[src/pkg/hub_port_power_pkg.sv]
package hub_port_power_pkg;

    // ------------------------------------------------------------
    // Register map
    // ------------------------------------------------------------
    localparam logic [7:0] CHARGE_PORT_ENABLE_OFS  = 8'hd0;
    localparam logic [7:0] PORT_POWER_STATUS_OFS   = 8'he5;
    localparam logic [7:0] OVERCURRENT_CONTROL_OFS = 8'he6;

    // ------------------------------------------------------------
    // Field layout and reset values
    // ------------------------------------------------------------
    localparam int         DATA_W                  = 8;
    localparam int         PORTS_DEF               = 3;
    localparam int         FIRST_PORT_BIT          = 1;
    localparam int         PIN_PORT                = 3;
    localparam logic [7:0] CHARGE_PORT_ENABLE_RST  = 8'h00;
    localparam logic [7:0] PORT_POWER_STATUS_RST   = 8'h00;
    localparam logic [7:0] OVERCURRENT_CONTROL_RST = 8'h00;
    localparam logic [7:0] UNMAPPED_READ_VAL       = 8'h00;
    localparam logic       SENSE_PIN_IDLE          = 1'b1;

    // ------------------------------------------------------------
    // Register access request from the serial port engine
    // ------------------------------------------------------------
    typedef struct packed {
        logic       wr;
        logic       rd;
        logic [7:0] addr;
        logic [7:0] wdata;
    } reg_req_t;

    typedef struct packed {
        logic       valid;
        logic [7:0] data;
    } reg_rsp_t;

endpackage

[src/sense_sync.sv]
`timescale 1ns/1ps

module sense_sync
    import hub_port_power_pkg::*;
#(
    parameter int       WIDTH     = 1,
    parameter bit       RESET_VAL = 1'b1
) (
    // Clock and reset
    input  wire logic             clk,
    input  wire logic             rst,
    // Asynchronous level in, synchronised level out
    input  wire logic [WIDTH-1:0] async_in,
    output logic      [WIDTH-1:0] sync_out
);

    logic [WIDTH-1:0] meta_q;
    logic [WIDTH-1:0] meta_d;
    logic [WIDTH-1:0] sync_q;
    logic [WIDTH-1:0] sync_d;

    // First stage is read only by the second stage
    always_comb begin
        meta_d = async_in;
        sync_d = meta_q;
    end

    always_ff @(posedge clk) begin
        if (rst) begin
            meta_q <= {WIDTH{RESET_VAL}};
            sync_q <= {WIDTH{RESET_VAL}};
        end else begin
            meta_q <= meta_d;
            sync_q <= sync_d;
        end
    end

    assign sync_out = sync_q;

endmodule

[src/hub_port_power_regs.sv]
// Function
// RULE_01 - Charge enable register: bit N enables port N; bits 7:4 and 0 reserved.
// RULE_02 - Charge enable bit zero disables charging support, one enables it.
// RULE_03 - Port power status bits 3:1 are read-only; writes leave them unchanged.
// RULE_04 - Status reads one when host powered port, zero if not or over-current.
// RULE_05 - Actual port power comes from host request, over-current and charging logic.
// RULE_06 - Software never writes one to over-current register bits 7:4.
// RULE_07 - With pin select one, port 3 register bit ignored; sense pin used.
// RULE_08 - With pin select zero, port 3 register bit is port 3 over-current.
// RULE_09 - Over-current register bits 2:1 are over-current for ports 2 and 1.
// RULE_10 - Setting an effective over-current bit clears that port's power status.
// RULE_11 - Over-current bit zero means no condition, one means over-current.
// RULE_12 - Pin select one uses active-low sense pin; zero uses register control.
// RULE_13 - All three registers are zero after reset.
`timescale 1ns/1ps

module hub_port_power_regs
    import hub_port_power_pkg::*;
#(
    parameter int PORTS = PORTS_DEF
) (
    // Clock and reset
    input  wire logic           clk,
    input  wire logic           rst,
    // Register access from serial port engine
    input  wire reg_req_t       reg_req,
    output reg_rsp_t            reg_rsp,
    // Hub core, same clock
    input  wire logic [PORTS:1] host_port_power_req,
    input  wire logic           overcurrent_pin_select,
    // Device pin, asynchronous
    input  wire logic           overcurrent_sense_pin_n,
    // Results toward hub core and port switches
    output logic      [PORTS:1] battery_charge_enable,
    output logic      [PORTS:1] overcurrent_report,
    output logic      [PORTS:1] port_power_on
);

    // ------------------------------------------------------------
    // Elaboration check
    // ------------------------------------------------------------
    // Ports live in bits 7:1; pin-driven port must exist
    if (PORTS < PIN_PORT || PORTS > DATA_W - FIRST_PORT_BIT) begin : g_bad_ports
        $error("PORTS out of range for 8-bit register layout");
    end

    // ------------------------------------------------------------
    // Decode helpers
    // ------------------------------------------------------------
    function automatic logic hit(input reg_req_t req, input logic [7:0] ofs);
        hit = (req.addr == ofs);
    endfunction

    function automatic logic [PORTS:1] port_field(input logic [7:0] v);
        port_field = v[PORTS:FIRST_PORT_BIT];
    endfunction

    function automatic logic [7:0] to_byte(input logic [PORTS:1] f);
        logic [7:0] b;
        b = 8'h00;
        b[PORTS:FIRST_PORT_BIT] = f;
        to_byte = b;
    endfunction

    // ------------------------------------------------------------
    // Sense pin synchroniser
    // ------------------------------------------------------------
    logic sense_pin_n_sync;

    sense_sync #(
        .WIDTH     (1),
        .RESET_VAL (SENSE_PIN_IDLE)
    ) u_sense_sync (
        .clk      (clk),
        .rst      (rst),
        .async_in (overcurrent_sense_pin_n),
        .sync_out (sense_pin_n_sync)
    );

    // ------------------------------------------------------------
    // Software-written registers
    // ------------------------------------------------------------
    // Reserved bits are not stored and read back as zero
    logic [PORTS:1] charge_en_q;
    logic [PORTS:1] charge_en_d;
    logic [PORTS:1] oc_flags_q;
    logic [PORTS:1] oc_flags_d;

    always_comb begin
        charge_en_d = charge_en_q;
        oc_flags_d  = oc_flags_q;
        if (reg_req.wr && hit(reg_req, CHARGE_PORT_ENABLE_OFS)) begin
            charge_en_d = port_field(reg_req.wdata); // see RULE_01
        end
        // Upper bits dropped; software is expected to keep them zero
        if (reg_req.wr && hit(reg_req, OVERCURRENT_CONTROL_OFS)) begin
            oc_flags_d = port_field(reg_req.wdata); // see RULE_06
        end
    end

    always_ff @(posedge clk) begin
        if (rst) begin
            charge_en_q <= port_field(CHARGE_PORT_ENABLE_RST); // see RULE_13
            oc_flags_q  <= port_field(OVERCURRENT_CONTROL_RST); // see RULE_13
        end else begin
            charge_en_q <= charge_en_d;
            oc_flags_q  <= oc_flags_d;
        end
    end

    // ------------------------------------------------------------
    // Effective over-current per port
    // ------------------------------------------------------------
    logic [PORTS:1] oc_eff;

    for (genvar p = 1; p <= PORTS; p++) begin : g_oc
        if (p == PIN_PORT) begin : g_pin_port
            // Register bit kept but has no effect while pin selected
            assign oc_eff[p] = overcurrent_pin_select ? ~sense_pin_n_sync // see RULE_07
                                                      : oc_flags_q[p]; // see RULE_08
        end else begin : g_reg_port
            assign oc_eff[p] = oc_flags_q[p]; // see RULE_09
        end
    end

    // ------------------------------------------------------------
    // Port power status and port outputs
    // ------------------------------------------------------------
    logic [PORTS:1] pwr_status_q;
    logic [PORTS:1] pwr_status_d;
    logic [PORTS:1] charge_out_q;
    logic [PORTS:1] charge_out_d;
    logic [PORTS:1] oc_report_q;
    logic [PORTS:1] oc_report_d;
    logic [PORTS:1] power_on_q;
    logic [PORTS:1] power_on_d;

    always_comb begin
        // Status follows hardware only; register writes never reach it
        pwr_status_d = host_port_power_req & ~oc_eff; // see RULE_03 RULE_04 RULE_10
        oc_report_d  = oc_eff; // see RULE_11 RULE_12
        charge_out_d = charge_en_q; // see RULE_02
        // Charging may power a port the host left off; over-current always wins
        power_on_d   = (host_port_power_req | charge_en_q) & ~oc_eff; // see RULE_05
    end

    always_ff @(posedge clk) begin
        if (rst) begin
            pwr_status_q <= port_field(PORT_POWER_STATUS_RST); // see RULE_13
            charge_out_q <= port_field(CHARGE_PORT_ENABLE_RST);
            oc_report_q  <= port_field(OVERCURRENT_CONTROL_RST);
            power_on_q   <= port_field(PORT_POWER_STATUS_RST);
        end else begin
            pwr_status_q <= pwr_status_d;
            charge_out_q <= charge_out_d;
            oc_report_q  <= oc_report_d;
            power_on_q   <= power_on_d;
        end
    end

    assign battery_charge_enable = charge_out_q;
    assign overcurrent_report    = oc_report_q;
    assign port_power_on         = power_on_q;

    // ------------------------------------------------------------
    // Read path
    // ------------------------------------------------------------
    reg_rsp_t rsp_q;
    reg_rsp_t rsp_d;

    always_comb begin
        rsp_d.valid = reg_req.rd;
        rsp_d.data  = UNMAPPED_READ_VAL;
        if (reg_req.rd) begin
            if (hit(reg_req, CHARGE_PORT_ENABLE_OFS)) begin
                rsp_d.data = to_byte(charge_en_q); // see RULE_01
            end else if (hit(reg_req, PORT_POWER_STATUS_OFS)) begin
                rsp_d.data = to_byte(pwr_status_q); // see RULE_03
            end else if (hit(reg_req, OVERCURRENT_CONTROL_OFS)) begin
                rsp_d.data = to_byte(oc_flags_q);
            end
        end
    end

    always_ff @(posedge clk) begin
        if (rst) begin
            rsp_q <= '0;
        end else begin
            rsp_q <= rsp_d;
        end
    end

    assign reg_rsp = rsp_q;

endmodule

[config.mk]
export PLATFORM = sky130hd
export DESIGN_NAME = hub_port_power_regs
export DESIGN_NICKNAME = d
export VERILOG_FILES = /design/src/pkg/hub_port_power_pkg.sv /design/src/sense_sync.sv /design/src/hub_port_power_regs.sv
export SDC_FILE = /design/constraint.sdc
export NUM_CORES = 1
export LEC_CHECK = 0
export ABC_AREA = 1
export BUFFER_PORTS_ARGS = -buffer_cell sky130_fd_sc_hd__buf_2
export CAP_MARGIN = 0
export CORE_MARGIN = 2
export CORE_UTILIZATION = 45
export DETAILED_ROUTE_END_ITERATION = 7
export GPL_TIMING_DRIVEN = 0
export PLACE_DENSITY = 0.81
export SLEW_MARGIN = 15
export SYNTH_ARGS = -nofsm -noshare
export SYNTH_HDL_FRONTEND = slang
export SYNTH_SLANG_ARGS = --single-unit
[constraint.sdc]
create_clock -name clk -period 1.2 [get_ports clk]
set_clock_uncertainty 0.05 [all_clocks]
set_input_delay 0.36 -clock clk [delete_from_list [all_inputs] [get_ports clk]]
set_output_delay 0.36 -clock clk [all_outputs]
set_load 0.01 [all_outputs]
# Yosys cells after proc, flatten, opt, wreduce, memory -nomap -nowiden
# Cells that the tools add are included.
# classes
eq_ne	3
bitwise_logic	6
mux	4
n_reduce_logical	4
# ops
op	n
$eq 8x8->1 const B	3
$mux 4	3
$and 3x3->3	2
$reduce_or 4->1	1
$not 3->3	1
$or 3x3->3	1
$logic_and 1x1->1	2
$not 1->1	2
$reduce_or 2->1	1
$mux 1	1
# word_totals
reg_bits	29
wordCells	28
out_inout_bits	18

# Depth between registers and ports, before layout
# depth
word_depth	4
ltp_mapped	8

# Hierarchy
# From an unflattened synthesis, not the netlist that was laid out.
# unflattened
hier_cells	135
hier_area_um2	1003.5
# by_module_without_submodules
mod	area_per_inst_um2	n_inst	seq_area_each_um2	cells_each
hub_port_power_regs	944.7	1	440.4	128
sense_sync	58.8	1	40.0	7

# Worst setup path before layout
# No wires, ideal clock.
# synth_timing
path_kind	input port to flip-flop
from	input port reg_req[12] in the netlist's numbering
to	register oc_flags_q[1] in the netlist's numbering
arrival_time_ns	0.858
setup_ns	0.113
cell_stages	6
slack_ns	0.179
required_time_ns	1.037
cell_sequence	inv_1 > nand2_1 > nor2_4 > nand3_4 > nor2_1 > nor2_1
# synth_between
elab_chain_cells	2
# synth_rtl
element	line_no	rtl
start: declaration	hub_port_power_regs.sv:26	input wire reg_req_t reg_req,
$eq 8x8->1	hub_port_power_regs.sv:51	hit = (req.addr == ofs);
$logic_and 1x1->1	hub_port_power_regs.sv:96	if (reg_req.wr && hit(reg_req, OVERCURRENT_CONTROL_OFS)) begin
end signal: assignment	hub_port_power_regs.sv:104	oc_flags_q <= port_field(OVERCURRENT_CONTROL_RST);
end signal: assignment	hub_port_power_regs.sv:107	oc_flags_q <= oc_flags_d;
end: declaration	hub_port_power_regs.sv:86	logic [PORTS:1] oc_flags_q;
# Every way passes these cells.
# A chain may end at the register's enable or synchronous reset.

# Worst setup path in the final report
# layout_timing
from	register rsp_q, in the netlist reg_rsp[2]
to	output port reg_rsp[2] in the netlist's numbering
# layout_lines
element	line_no	rtl
start: declaration	hub_port_power_regs.sv:168	reg_rsp_t rsp_q;
start signal: assignment	hub_port_power_regs.sv:189	rsp_q <= rsp_d;
end: declaration	hub_port_power_regs.sv:27	output reg_rsp_t reg_rsp,
# No word-level cell between the ends.

==> metrics.txt <==
CTS tree built; post-route ant nets 0; HPWL Detailed 1536 um; n_diodes 0; final slew viol count 0; Final Hold Fails 0; Worst VDD drop 0.7504 mV; I/O Buffers 32; post-synthesis sequential area ratio a little under half; # rows 17; unique cell type count in the Yosys netlist 19; Num CTS Buffers 3; Reg2Reg Depth 6; met1 Use GR 18.20%; RSZ-0062 raised after global routing true; worst hold path class input pin to register; top-count cell post-synth nand2_1; final hold slack 167.9 ps; DRC 0; Main synth FF type dfxtp_1; clk root buf clkbuf_4; final period utilization 98.40%; cell count after synthesis ~140; Placed Cells approximately 200; Max Cap Viol 0; Post-synth ARST share 0%; cell taking the most area after synthesis dfxtp_1; Comb pwr share 10.7%; die height about 50 um; flop2flop setup slack 340 ps; Setup TNS 0 ps; Post-Syn Area 1002 um2; initial DRC count 16; most frequent cells after synthesis nand2_1 (29), nor2_1 (27), dfxtp_1 (24); critical setup path kind register to output port; DR pass1 iterations 4; vias in the first global route 840; NumNets Final 201; Routed WL per cell 9.537 um; GPL Wtd Cong 0.7917; Die Area 2620 um2; final WL between 1500 and 2000 um; Clock Sinks 24; WP data required approximately 790 ps; grt total ovfl 0; Pint ~1100 uW; Setup crit start reg_rsp[2]; worst setup path endpoint reg_rsp[2]; Die Width 51.19 um; Pwr Total roughly 1400 uW; Vias/cell 4.394; Post-synth EDFFs 0; number of I/O pins 43; Worst R2R Start charge_en_q[1]; Area contributors post-synth dfxtp_1 (48%), nand2_1 (11%), nor2_1 (10%); PD cells 1088 nW/um2; layout cells sized above 1 about a third; Period minus WS final approximately 1200 ps; gr busiest metal met2; first-pass GRT wire length ~3300 um; CTS H-Tree Depth 1; CP bufs+invs 1; CP peak stage delay 340 ps; total core area between 2000 and 2500 um2; Sw Share 23.07%; Crit path arrival time 770 ps; met2 Use GR a little under a third; pin count of the biggest net entering global routing 14; Synth Register Bits 24; Avg Cell Area, Syn 7.424 um2; Sequential Power Share 59.3%; Clock Path Buffers 2; Yosys top cell area share 47.94%; CP Depth 1; Layout area overhead 26.84%; cts hold-fix bufs 0; type of origin of the critical path register; Top delay family on crit path flip-flops; Worst-path clk slew 120 ps; GR Util All Layers 17.06%; non-filler cells, final 203; initial antenna violation count 0; met3 GRT Util approximately 2.0%; CP cell instances buf_2; Worst setup EP type output port; clk_lat worst skew 310 ps; Crit Reg-Reg Endpoint reg_rsp[1]; status finished, final reports clean; CP max FO 1; via count 892; final setup vio count 0; leakage power slightly below 0.0007 uW; switching pwr 319.0 uW; initial cell density of the core 46.65%; clock share of power 30.1%; slowest CP cell dfxtp_1; Max Clock Freq 0.8469 GHz; yosys warns 0
-- layout by cell type, fill, tap and decap left out --
cell | Yosys | final
nand2_1 | 29 | 29
conb_1 | 1 | 5
nor3_1 | 1 | 1
clkbuf_8 | 0 | 1
o21ai_1 | 1 | 1
or2_1 | 2 | 2
o21a_1 | 1 | 1
nand3_2 | 1 | 1
clkbuf_4 | 0 | 3
buf_6 | 0 | 3
buf_2 | 0 | 29
nor2_1 | 27 | 27
nand2_2 | 3 | 3
inv_2 | 4 | 4
nor2_4 | 4 | 4
dfxtp_1 | 24 | 21
a21oi_1 | 2 | 2
buf_4 | 5 | 5
dfxtp_2 | 0 | 3
clkbuf_1 | 1 | 1
nand3_4 | 1 | 1
inv_1 | 18 | 18
a211oi_1 | 1 | 1
nand3_1 | 9 | 9
-- area by class of cell --
class                      count  area, um2
fill                         201      877.1
multi-input combinational     87      412.9
timing repair buffer          32      178.9
sequential                    24      484.2
inverter                      22      82.58
clock buffer                   4      36.28
buffer                         6      41.29
tap                           28      35.03
-- power groups by stage --
stage          logic, uW  registers (uW)  clock network (uW)
2_1_floorplan       80.7             842                   0
3_3_place_gp         139             837                   0
3_5_place_dp         145             837                   0
4_1_cts              146             819                 425
5_1_grt              165             822                 454
6_report             147             820                 416
-- routing by layer --
metal  wire, um  share of wire [%]  vias to the layer above
met1        788                 41                      395
met4         54                2.8                        0
li1           -                  -                      470
met5          0                  0                        -
met2       1019                 53                       23
met3         74                3.8                        4
-- sequential cells by signal (all words and copies together) (netlist names) --
signal and cells:
pwr_status_q 3, charge_en_q 3, port_power_on 3, reg_rsp 4, overcurrent_report 3, oc_flags_q 3, u_sense_sync.meta_q 1, battery_charge_enable 3
u_sense_sync.sync_out 1
-- what timing repair did --
item,4_1_cts,5_1_grt
setup endpoints to repair,0,7
gates resized for setup,0,6
setup buffers,0,0
-- stage by stage --
step	setup WS, ps	utilization [%]	instance area, um2
after global routing	-5.707	59.17	1271
after detailed placement	-56.16	56.44	1212
after global placement	10.47	56.44	1212
after floorplan	179.5	-	1017
after CTS	13.97	58.12	1249
final	19.21	59.17	1271
-- how the worst min path moves through the flow --
stage                            start                    end  slack, ps  depth (start not counted)
2_1_floorplan      u_sense_sync.meta_q  u_sense_sync.sync_out        330                          1
3_3_place_gp       u_sense_sync.meta_q  u_sense_sync.sync_out        340                          1
3_5_place_dp       u_sense_sync.meta_q  u_sense_sync.sync_out        340                          1
4_1_cts        overcurrent_sense_pin_n    u_sense_sync.meta_q        160                          2
5_1_grt        overcurrent_sense_pin_n    u_sense_sync.meta_q        160                          2
6_report       overcurrent_sense_pin_n    u_sense_sync.meta_q        170                          2
-- kinds of logic after synthesis --
kind of cell           count (synthesis)  share of synthesized area, %
AOI/OAI and AO/OA                      5                         2.996
other                                  1                        0.3742
and+or+nand+nor                       77                         36.33
buffers and inverters                 28                         12.36
DFF                                   24                         47.94
(Power assumes the default switching activity.)
